==> src/common/cpfs_pkg.sv <==
package cpfs_pkg;

    // ----------------------------------------
    // Widths and sizes
    // ----------------------------------------
    localparam int          PC_W        = 12;
    localparam int          PAGE_W      = 4;
    localparam int          STACK_DEPTH = 6;
    localparam int          CNT_W       = 3;
    localparam int          CPU_DIV     = 13;
    localparam int          DIV_W       = 4;

    // ----------------------------------------
    // Reset values
    // ----------------------------------------
    localparam logic [11:0] RESET_VECTOR = 12'hffe;
    localparam logic [3:0]  PAGE_RESET   = 4'h0;

    // ----------------------------------------
    // Types
    // ----------------------------------------
    typedef enum logic [1:0] {
        CTX_MAIN = 2'b00,
        CTX_IRQ  = 2'b01,
        CTX_NMI  = 2'b10
    } cpfs_ctx_t;

    typedef enum logic [2:0] {
        PCOP_HOLD   = 3'b000,
        PCOP_INC    = 3'b001,
        PCOP_BRANCH = 3'b010,
        PCOP_CALL   = 3'b011,
        PCOP_IRQ    = 3'b100,
        PCOP_NMI    = 3'b101,
        PCOP_RET    = 3'b110,
        PCOP_RETURN_FROM_INTERRUPT   = 3'b111
    } cpfs_pcop_t;

    typedef struct packed {
        logic carry_we;
        logic carry_val;
        logic zero_we;
        logic zero_val;
    } cpfs_flag_upd_t;

    typedef struct packed {
        logic carry;
        logic zero;
    } cpfs_flags_t;

endpackage

==> src/hdl/cpfs_cycle_div.sv <==
`timescale 1ns/1ps

module cpfs_cycle_div
    import cpfs_pkg::*;
#(
    parameter int DIV = CPU_DIV
)
(
    // Clock and reset
    input  wire logic clk,
    input  wire logic rst,
    // Cycle enable
    output logic      cpu_cycle_en
);

    logic [DIV_W-1:0] cnt_reg;
    logic [DIV_W-1:0] gap_reg;

    // ----------------------------------------
    // Divide by 13
    // ----------------------------------------
    always_ff @(posedge clk)
    begin
        if (rst)
        begin
            cnt_reg      <= '0;
            cpu_cycle_en <= 1'b0;
        end
        else
        begin
            cpu_cycle_en <= (cnt_reg == DIV_W'(DIV - 1));
            if (cnt_reg == DIV_W'(DIV - 1))
                cnt_reg <= '0;
            else
                cnt_reg <= cnt_reg + 1'b1;
        end
    end

    // Check helper: clocks since the last enable, starts at all ones so the first gap counts alike
    always_ff @(posedge clk)
    begin
        if (rst)
            gap_reg <= '1;
        else if (cpu_cycle_en)
            gap_reg <= '0;
        else
            gap_reg <= gap_reg + 1'b1;
    end

    a_div_period: assert property (@(posedge clk) disable iff (rst)
        cpu_cycle_en |-> gap_reg == DIV_W'(DIV - 1))
        else $error("Cycle enable period is not 13");

endmodule

==> src/hdl/cpfs_core_state.sv <==
`timescale 1ns/1ps

module cpfs_core_state
    import cpfs_pkg::*;
#(
    parameter int DEPTH = STACK_DEPTH
)
(
    // Clock and reset
    input  wire logic              clk,
    input  wire logic              rst,
    // Sequencer requests, sampled on CPU cycle; page write acts on any clock
    input  wire cpfs_pcop_t        pc_op,
    input  wire logic [7:0]        branch_offset,
    input  wire logic [PC_W-1:0]   irq_vector,
    input  wire logic [PC_W-1:0]   nmi_vector,
    input  wire logic              page_we,
    input  wire logic [PAGE_W-1:0] page_wdata,
    // ALU flag results
    input  wire cpfs_flag_upd_t    flag_upd,
    // Program memory address and state
    output logic [PC_W-1:0]        pc,
    output logic [PAGE_W-1:0]      prog_page,
    output cpfs_flags_t            cur_flags,
    output cpfs_ctx_t              ctx,
    output logic [CNT_W-1:0]       stack_depth,
    output logic                   cpu_cycle
);

    // ----------------------------------------
    // Storage
    // ----------------------------------------
    logic [PC_W-1:0]  stack_reg [DEPTH];
    logic [CNT_W-1:0] depth_reg;
    cpfs_ctx_t        prev_ctx_reg;
    cpfs_flags_t      flags_reg [3];
    logic             cyc_en;
    logic             is_push;
    logic             is_pop;
    logic [PC_W-1:0]  branch_sum;
    logic [PC_W-1:0]  pc_inc;

    cpfs_cycle_div #(
        .DIV (CPU_DIV)
    ) u_div (
        .clk          (clk),
        .rst          (rst),
        .cpu_cycle_en (cyc_en)
    );

    always_comb
    begin
        is_push    = cyc_en && (pc_op == PCOP_CALL || pc_op == PCOP_IRQ || pc_op == PCOP_NMI);
        is_pop     = cyc_en && (pc_op == PCOP_RET || pc_op == PCOP_RETURN_FROM_INTERRUPT);
        pc_inc     = pc + 1'b1;
        branch_sum = pc + {{(PC_W-8){branch_offset[7]}}, branch_offset};
    end

    // ----------------------------------------
    // Cycle enable out
    // ----------------------------------------
    always_ff @(posedge clk)
    begin
        if (rst)
            cpu_cycle <= 1'b0;
        else
            cpu_cycle <= cyc_en;
    end

    // ----------------------------------------
    // Program counter
    // ----------------------------------------
    always_ff @(posedge clk)
    begin
        if (rst)
            pc <= RESET_VECTOR;
        else if (cyc_en)
        begin
            unique case (pc_op)
                PCOP_HOLD:   pc <= pc;
                PCOP_INC:    pc <= pc_inc;
                PCOP_BRANCH: pc <= branch_sum;
                PCOP_CALL:   pc <= irq_vector;
                PCOP_IRQ:    pc <= irq_vector;
                PCOP_NMI:    pc <= nmi_vector;
                PCOP_RET,
                PCOP_RETURN_FROM_INTERRUPT:   pc <= (depth_reg == '0) ? pc_inc : stack_reg[0];
            endcase
        end
    end

    // ----------------------------------------
    // Program page
    // ----------------------------------------
    // Counter wraps in 12 bits; software must move the page itself
    always_ff @(posedge clk)
    begin
        if (rst)
            prog_page <= PAGE_RESET;
        else if (page_we)
            prog_page <= page_wdata;
    end

    // ----------------------------------------
    // Return stack, only the counter is saved
    // ----------------------------------------
    genvar gi;
    generate
        for (gi = 0; gi < DEPTH; gi++)
        begin : g_lvl
            always_ff @(posedge clk)
            begin
                if (rst)
                    stack_reg[gi] <= '0;
                else if (is_push)
                    stack_reg[gi] <= (gi == 0) ? pc_inc : stack_reg[(gi == 0) ? 0 : gi - 1];
                else if (is_pop && depth_reg != '0)
                    stack_reg[gi] <= (gi == DEPTH - 1) ? '0 : stack_reg[(gi == DEPTH - 1) ? gi : gi + 1];
            end
        end
    endgenerate

    always_ff @(posedge clk)
    begin
        if (rst)
            depth_reg <= '0;
        else if (is_push && depth_reg != CNT_W'(DEPTH))
            depth_reg <= depth_reg + 1'b1;
        else if (is_pop && depth_reg != '0)
            depth_reg <= depth_reg - 1'b1;
    end

    always_ff @(posedge clk)
    begin
        if (rst)
            stack_depth <= '0;
        else if (is_push && depth_reg != CNT_W'(DEPTH))
            stack_depth <= depth_reg + 1'b1;
        else if (is_pop && depth_reg != '0)
            stack_depth <= depth_reg - 1'b1;
    end

    // ----------------------------------------
    // Context selection
    // ----------------------------------------
    // One saved context only: nesting NMI in IRQ restores IRQ, deeper is lost
    always_ff @(posedge clk)
    begin
        if (rst)
        begin
            ctx          <= CTX_NMI;
            prev_ctx_reg <= CTX_MAIN;
        end
        else if (cyc_en)
        begin
            if (pc_op == PCOP_IRQ && ctx == CTX_MAIN)
            begin
                prev_ctx_reg <= ctx;
                ctx          <= CTX_IRQ;
            end
            else if (pc_op == PCOP_NMI && ctx != CTX_NMI)
            begin
                prev_ctx_reg <= ctx;
                ctx          <= CTX_NMI;
            end
            else if (pc_op == PCOP_RETURN_FROM_INTERRUPT)
            begin
                ctx          <= prev_ctx_reg;
                prev_ctx_reg <= CTX_MAIN;
            end
        end
    end

    // ----------------------------------------
    // Banked flags
    // ----------------------------------------
    generate
        for (gi = 0; gi < 3; gi++)
        begin : g_flag
            always_ff @(posedge clk)
            begin
                if (rst)
                    flags_reg[gi] <= '0;
                else if (cyc_en && ctx == cpfs_ctx_t'(gi))
                begin
                    if (flag_upd.carry_we)
                        flags_reg[gi].carry <= flag_upd.carry_val;
                    if (flag_upd.zero_we)
                        flags_reg[gi].zero <= flag_upd.zero_val;
                end
            end
        end
    endgenerate

    // Mirror of the active pair, follows context change one edge later
    always_ff @(posedge clk)
    begin
        if (rst)
            cur_flags <= '0;
        else
            cur_flags <= flags_reg[ctx];
    end

    // ----------------------------------------
    // Checks
    // ----------------------------------------
    a_reset_vec: assert property (@(posedge clk) rst |=> pc == 12'hffe && ctx == CTX_NMI)
        else $error("Reset vector or context wrong");
    a_pc_inc: assert property (@(posedge clk) disable iff (rst)
        cyc_en && pc_op == PCOP_INC |=> pc == $past(pc) + 12'h001)
        else $error("Counter did not advance by one");
    a_branch_sum: assert property (@(posedge clk) disable iff (rst)
        cyc_en && pc_op == PCOP_BRANCH |=> pc == $past(branch_sum))
        else $error("Branch target wrong");
    a_push_top: assert property (@(posedge clk) disable iff (rst)
        is_push |=> stack_reg[0] == $past(pc_inc) && stack_reg[1] == $past(stack_reg[0]))
        else $error("Push did not shift stack");
    a_depth_sat: assert property (@(posedge clk) disable iff (rst)
        depth_reg <= 3'd6)
        else $error("Stack depth above six");
    a_pop_empty: assert property (@(posedge clk) disable iff (rst)
        is_pop && depth_reg == 3'd0 |=> depth_reg == 3'd0 && pc == $past(pc) + 12'h001)
        else $error("Empty return misbehaved");
    a_pop_load: assert property (@(posedge clk) disable iff (rst)
        is_pop && depth_reg != 3'd0 |=> pc == $past(stack_reg[0]) && depth_reg == $past(depth_reg) - 3'd1)
        else $error("Return did not pop stack");
    a_irq_enter: assert property (@(posedge clk) disable iff (rst)
        cyc_en && pc_op == PCOP_IRQ && ctx == CTX_MAIN |=> ctx == CTX_IRQ ##0 pc == $past(irq_vector))
        else $error("Interrupt entry wrong");
    a_flag_keep: assert property (@(posedge clk) disable iff (rst)
        ctx != CTX_MAIN |=> flags_reg[0] == $past(flags_reg[0]))
        else $error("Inactive pair changed");
    a_cycle_gap: assert property (@(posedge clk) disable iff (rst)
        cyc_en |=> !cyc_en [*8])
        else $error("CPU cycle too frequent");

    c_overflow: cover property (@(posedge clk) disable iff (rst) is_push && depth_reg == 3'd6);
    c_empty_ret: cover property (@(posedge clk) disable iff (rst) is_pop && depth_reg == 3'd0);
    c_return_from_interrupt_main: cover property (@(posedge clk) disable iff (rst)
        cyc_en && pc_op == PCOP_RETURN_FROM_INTERRUPT && ctx == CTX_NMI ##1 ctx == CTX_MAIN);

endmodule

==> config.mk <==
export PLATFORM = sky130hd
export DESIGN_NAME = cpfs_core_state
export DESIGN_NICKNAME = d
export VERILOG_FILES = /design/src/common/cpfs_pkg.sv /design/src/hdl/cpfs_cycle_div.sv /design/src/hdl/cpfs_core_state.sv
export SDC_FILE = /design/constraint.sdc
export NUM_CORES = 1
export LEC_CHECK = 0
export ABC_AREA = 1
export BUFFER_PORTS_ARGS = -buffer_cell sky130_fd_sc_hd__buf_4
export CAP_MARGIN = 10
export CORE_MARGIN = 2
export CORE_UTILIZATION = 31
export CTS_CLUSTER_DIAMETER = 40
export DETAILED_ROUTE_END_ITERATION = 8
export GPL_TIMING_DRIVEN = 0
export HOLD_SLACK_MARGIN = 0.05
export PLACE_DENSITY_LB_ADDON = 0.3
export SLEW_MARGIN = 25
export SYNTH_ARGS = -nofsm -noshare
export SYNTH_HDL_FRONTEND = slang
export SYNTH_HIERARCHICAL = 1
export SYNTH_SLANG_ARGS = --single-unit
==> constraint.sdc <==
create_clock -name clk -period 3.1 [get_ports clk]
set_input_delay 0.31 -clock clk [delete_from_list [all_inputs] [get_ports clk]]
set_output_delay 0.31 -clock clk [all_outputs]
set_load 0.01 [all_outputs]
# --- Yosys cells after proc, flatten, opt, wreduce, memory -nomap -nowiden ---
# Memory sizes are Yosys's and may differ from the RTL's. A register that Yosys moved wholly into a read port is not among the register bits.
# Index checks and enable logic that the tools add are counted.
classes:
  n_addsub: 5
  muxes: 57
  reduce_logical: 23
  n_eq_ne: 12
  bitwise: 19
op_table:
  columns: ["operator", "count"]
  rows:
  - ["2-to-1 mux 12 bit", 13]
  - ["one-hot mux 12 bit (5 select lines)", 1]
  - ["2-to-1 mux 1 bit", 35]
  - ["OR 1 bit", 18]
  - ["adder 12 x 1 -> 12 bit, second input constant", 1]
  - ["adder 12 bit", 1]
  - ["equality test 3 bit, second input constant", 4]
  - ["2-to-1 mux 2 bit", 6]
  - ["logical AND 1 bit", 9]
  - ["equality test 3 x 2 -> 1 bit, second input constant", 2]
  - ["logical NOT 3 bit", 2]
  - ["2-to-1 mux 3 bit", 2]
  - ["nonzero test 3 bit", 2]
  - ["OR reduction 2 bit", 3]
  - ["adder 4 x 1 -> 4 bit, second input constant", 1]
  - ["equality test 4 bit, second input constant", 1]
  - ["AND reduction 2 bit", 2]
  - ["adder 3 x 1 -> 3 bit, second input constant", 1]
  - ["equality test 3 x 1 -> 1 bit, second input constant", 1]
  - ["logical OR 1 bit", 3]
  - ["inequality test 3 bit, second input constant", 1]
  - ["subtractor 3 x 1 -> 3 bit, second input constant", 1]
  - ["equality test 2 x 1 -> 1 bit, second input constant", 1]
  - ["equality test 2 bit, second input constant", 1]
  - ["other kinds (4)", 4]
totals:
  output_inout_bits: 24
  reg_bits: 29
  mem_count: 2
  ram_bits: 78
  inputBits: 46
memory_table:
  columns: ["name", "words", "width", "rd", "rd_ports_with_merged_regs", "write_ports", "line_no", "text"]
  rows:
  - ["stack_reg", 6, 12, 6, 0, 6, "cpfs_core_state.sv:33", "logic [PC_W-1:0] stack_reg [DEPTH];"]
  - ["flags_reg", 3, 2, 1, 1, 3, "cpfs_core_state.sv:36", "cpfs_flags_t flags_reg [3];"]

# --- Depth between registers and ports, before layout ---
logic_depth:
  word_depth: 9
  depth_mapped: 13

# --- By module ---
# Netlist, hierarchy kept.
by_module_without_submodules:
  columns: ["mod", "instances", "seq_area_each_um2", "area_each_um2", "cells_per_inst"]
  rows:
  - ["cpfs_core_state", 1, 2862.7, 5710.5, 670]
  - ["cpfs_cycle_div", 1, 100.1, 203.9, 24]

# --- Least setup slack after synthesis ---
# Ideal clock, no wire load.
synth_path:
  path_kind: "register to register"
  startpoint: "register u_div.cpu_cycle_en"
  endpoint: "memory stack_reg[0][0] (enable)"
  period_less_slack_ps: 3143
  setup_ps: 816
  path_stages_with_launch: 7
  path_buffers: 2
  t_required_ps: 2284
  arrival_ps: 2327
  path_slack_ps: -43
  path_cell_list: "dfxtp_1 -> buf_2 -> inv_1 -> nor2_1 -> nand2_2 -> buf_2 -> nand3_1"
synth_rtl:
  columns: ["item", "line_no", "text"]
  rows:
  - ["start, declared", "cpfs_cycle_div.sv:13", "output logic cpu_cycle_en"]
  - ["start signal, assigned", "cpfs_cycle_div.sv:31", "cpu_cycle_en <= (cnt_reg == DIV_W'(DIV - 1));"]
  - ["end, declared", "cpfs_core_state.sv:33", null]

# --- Worst setup path after layout ---
layout_path:
  startpoint: "register pc[0]"
  endpoint: "register pc[8]"
layout_between:
  elab_chain_cells: 3
layout_lines:
  columns: ["item", "line_no", "text"]
  rows:
  - ["start, declared", "cpfs_core_state.sv:22", "output logic [PC_W-1:0] pc,"]
  - ["start signal, assigned", "cpfs_core_state.sv:80", "PCOP_HOLD: pc <= pc;"]
  - ["start signal, assigned", "cpfs_core_state.sv:81", "PCOP_INC: pc <= pc_inc;"]
  - ["start signal, assigned", "cpfs_core_state.sv:82", "PCOP_BRANCH: pc <= branch_sum;"]
  - ["adder 12 x 1 -> 12 bit", "cpfs_core_state.sv:55", "pc_inc = pc + 1'b1;"]
  - ["2-to-1 mux 12 bit", "cpfs_core_state.sv:87", "PCOP_RETURN_FROM_INTERRUPT: pc <= (depth_reg == '0) ? pc_inc : stack_reg[0];"]
  - ["one-hot mux 12 bit (5 select lines) *", "cpfs_core_state.sv:79", "unique case (pc_op)"]
# Mark *: on every way between the ends. The rest lies on a longest branch, timed or not.
# A chain may end at the register's enable or synchronous reset.

==> impl_metrics.env <==
export IMPL_instances_no_fill=1014
export IMPL_synth_async_sr_flop_share_pct=0
export IMPL_crit_required_ns=3.35
export IMPL_skew_ns=0.01231
export IMPL_power_frac_seq_pct=52.4
export IMPL_hpwlAfterDp_mm=11.29
export IMPL_drtIter0Drc=434
export IMPL_outcome="finished, final reports clean"
export IMPL_power_w=0.003070
export IMPL_synth_top_area_share_pct=39.60
export IMPL_io_buffers=69
export IMPL_dr_pass1_iters=4
export IMPL_place_inst=998
export IMPL_die_area_sq_um=20200
export IMPL_setup_violations=0
export IMPL_switchingPower_w=0.0007304
export IMPL_dieWidth_microns=142.1
export IMPL_root_buffer="clkbuf_16"
export IMPL_die_h_microns=142.1
export IMPL_clkPwrFrac_pct=39.0
export IMPL_track_usage_pct=14.79
export IMPL_syn_area_sq_um=5914
export IMPL_rows=50
export IMPL_p_leak_nw=3.071
export IMPL_preCtsSetupSlack_ns=0.7391
export IMPL_ys_flop_type="edfxtp_1"
export IMPL_rr_worst_depth=13
export IMPL_synth_edf_count=78
export IMPL_antenna_found_initial=0
export IMPL_synthCells=694
export IMPL_holdPathEnd="prog_page[3]"
export IMPL_swShare_pct=23.79
export IMPL_yosysUniqueCellTypes=38
export IMPL_rsz0062_at_grt="false"
export IMPL_largest_register_ffs=72
export IMPL_min_from="page_wdata[3]"
export IMPL_maxSlewHeadroom_pct=58.32
export IMPL_via_count=4779
export IMPL_boundaryPins=70
export IMPL_grt_pass1_vias=4586
export IMPL_cts_hold_fix_buffers=0
export IMPL_ys_warn_count=6
export IMPL_timing_hold_ws_ns=0.1914
export IMPL_grt_max_degree=49
export IMPL_p_int_w=0.002340
export IMPL_antenna_cells=0
export IMPL_yosysSeqAreaShare_pct=50.10
export IMPL_comb_power_share_pct=8.6
export IMPL_final_util_pct=37.81
export IMPL_cts_tree="yes"
export IMPL_cts_reportedPaths_clkPinSlew_ns=0.08
export IMPL_fin_crit_sh_pct=69.89
export IMPL_postLayoutSetupSlackWorst_ns=0.9333
export IMPL_gp_congestion=0.8500
export IMPL_start_kind="flip-flop"
export IMPL_worstPathCellList="ha_1, inv_1, fa_1, inv_1, nand3_1, nand3_1, nand2_1, nand2_1, nand2_1, nand3_1, nand3_1, nand2_1, nand2_1"
export IMPL_clockBufferDepth=2
export IMPL_wirelength_mm=14.87
export IMPL_critPathMaxFanout=7
export IMPL_area_growth_pct=19.57
export IMPL_min_path_cells=3
export IMPL_worstMarginPinSlew_ns=0.6252
export IMPL_drive_gt1_share_pct=18.33
export IMPL_start_util_pct=31.62
export IMPL_drt_wirelength_per_cell_microns=14.67
export IMPL_fillers=1915
export IMPL_maxCapViolations=0
export IMPL_synth_avg_cell_area_sq_um=8.522
export IMPL_cts_sinks=109
export IMPL_grt_pass1_wl_mm=23.18
export IMPL_post_drt_via_cell_ratio=4.713
export IMPL_r2r_start="pc[0]"
export IMPL_critPathArrivalTime_ns=2.41
export IMPL_postSynthRegisterBits=109
export IMPL_nets=837
export IMPL_max_stage_delay_ns=0.49
export IMPL_hp_class="in2reg"
export IMPL_finalHoldViolations=0
export IMPL_drtAntennaViolNets=0
export IMPL_cp_common_cell="nand2_1"
export IMPL_post_cts_resized=0
export IMPL_crit_path_end_kind="flip-flop"
export IMPL_p_per_area_nw_per_um2=434.1
export IMPL_htreeDepth=3
export IMPL_crit_slowest_cell="dfxtp_1"
export IMPL_r2r_slack_ns=0.93
export IMPL_synth_top_area_cell="edfxtp_1"
export IMPL_postCtsSetupBuffers=0
export IMPL_slew_violations=0
export IMPL_worstSetupPathType="reg2reg"
export IMPL_cts_buffers=9
export IMPL_fmax_mhz=461.5
export IMPL_insertion_delay_ns=0.35
export IMPL_period_needed_ns=2.167
export IMPL_drc=0
export IMPL_rr_endpoint="pc[8]"
export IMPL_synth_fp_nets=756
export IMPL_overflow=0
export IMPL_synthTopCellsByArea="edfxtp_1 40%, dfxtp_1 10%, nand2_1 9.4%"
export IMPL_core_sq_um=18710
export IMPL_peakVddDrop_v=0.0002241
-- metal layers --
layer  vias up  wire, microns  global-route usage, %
met4         0            121                  5.316
met5         -              0                      0
li1       2486              -                      -
met3         8            631                  2.826
met2        94           7349                  25.58
met1      2191           6770                  18.40
-- worst max-delay path: cells and delay by family, from the launching register on --
kind,cells,cell delay (ns)
simple gates,9,0.72
fa+ha+maj,2,0.64
flops,1,0.49
buf+inv,2,0.20
-- cell type report --
type | count | area (sq um) | share of cell area, %
Clock inverter | 7 | 81.33 | 1.150
Inverter | 123 | 461.7 | 6.529
Sequential cell | 109 | 2963 | 41.90
Multi-Input combinational cell | 441 | 2384 | 33.70
Timing Repair Buffer | 70 | 545.5 | 7.714
Tap cell | 234 | 292.8 | 4.140
Clock buffer | 9 | 225.2 | 3.185
Buffer | 21 | 118.9 | 1.681
-- cells by family after synthesis --
kind of cell / Yosys count / synth area share [%]
xor+xnor: 6 / 0.8887
compound gates: 126 / 14.05
buf+inv: 144 / 9.816
simple gates: 293 / 21.51
flops: 109 / 50.10
fa+ha+maj: 16 / 3.639
-- power by group through the flow --
stage	Sequential [W]	Combinational (W)	Clock, W
6_report	0.00161	0.000263	0.00120
5_1_grt	0.00161	0.000294	0.00129
4_1_cts	0.00161	0.000264	0.00123
3_5_place_dp	0.00164	0.000263	0
3_3_place_gp	0.00164	0.000257	0
2_1_floorplan	0.00164	0.000148	0
-- synthesized netlist by cell type (3+ instances only) --
cell      instances
or2_2             3
nand4_1          14
o21ai_0          43
inv_1           118
ha_1             14
edfxtp_1         78
inv_2             4
clkbuf_1          4
o22ai_2          20
nor2_2            3
o22ai_1          20
nand2_1         148
buf_2            14
a22oi_1           3
xnor2_1           3
dfxtp_1          31
nand2_2           4
buf_6             3
xor2_1            3
a21oi_1          32
nor2_1           57
nand3_1          56
-- cell usage in the layout (no fill, tap or decap), drive strengths merged --
master    count
nor3          2
bufinv        1
clkinvlp      1
fa            2
dfxtp        31
edfxtp       78
or2           4
a21oi        32
o22ai        40
xor2          3
a22oi         3
a211oi        1
nand3        57
nand3b        1
ha           14
nand2       153
clkbuf       13
a21o          1
nand4        14
buf          87
clkinv        3
xnor2         3
o21ai        45
o211ai        1
a31oi         2
o2111ai       1
inv         125
nor2         62
-- through the flow --
| stage | area (sq um) | setup TNS [ns] |
|---|---|---|
| after global placement | 6730 | -14.12 |
| after global routing | 7072 | 0 |
| after CTS | 7072 | 0 |
| final | 7072 | 0 |
| after floorplan | 5919 | 0 |
| after detailed placement | 6765 | 0 |
-- worst max-delay path by stage --
stage | cells after the start | from | end | slack, ns
floorplan | 6 | u_div/cpu_cycle_en | stack_reg[0][0] | 0.74
global placement | 8 | pc_op[2] | stack_reg[0][8] | -0.24
detailed placement | 8 | pc_op[2] | stack_reg[4][8] | 0.74
CTS | 6 | u_div/cpu_cycle_en | stack_reg[4][1] | 0.90
global route | 13 | pc[0] | pc[8] | 0.71
finish | 13 | pc[0] | pc[8] | 0.93
(Power assumes the default switching activity.)
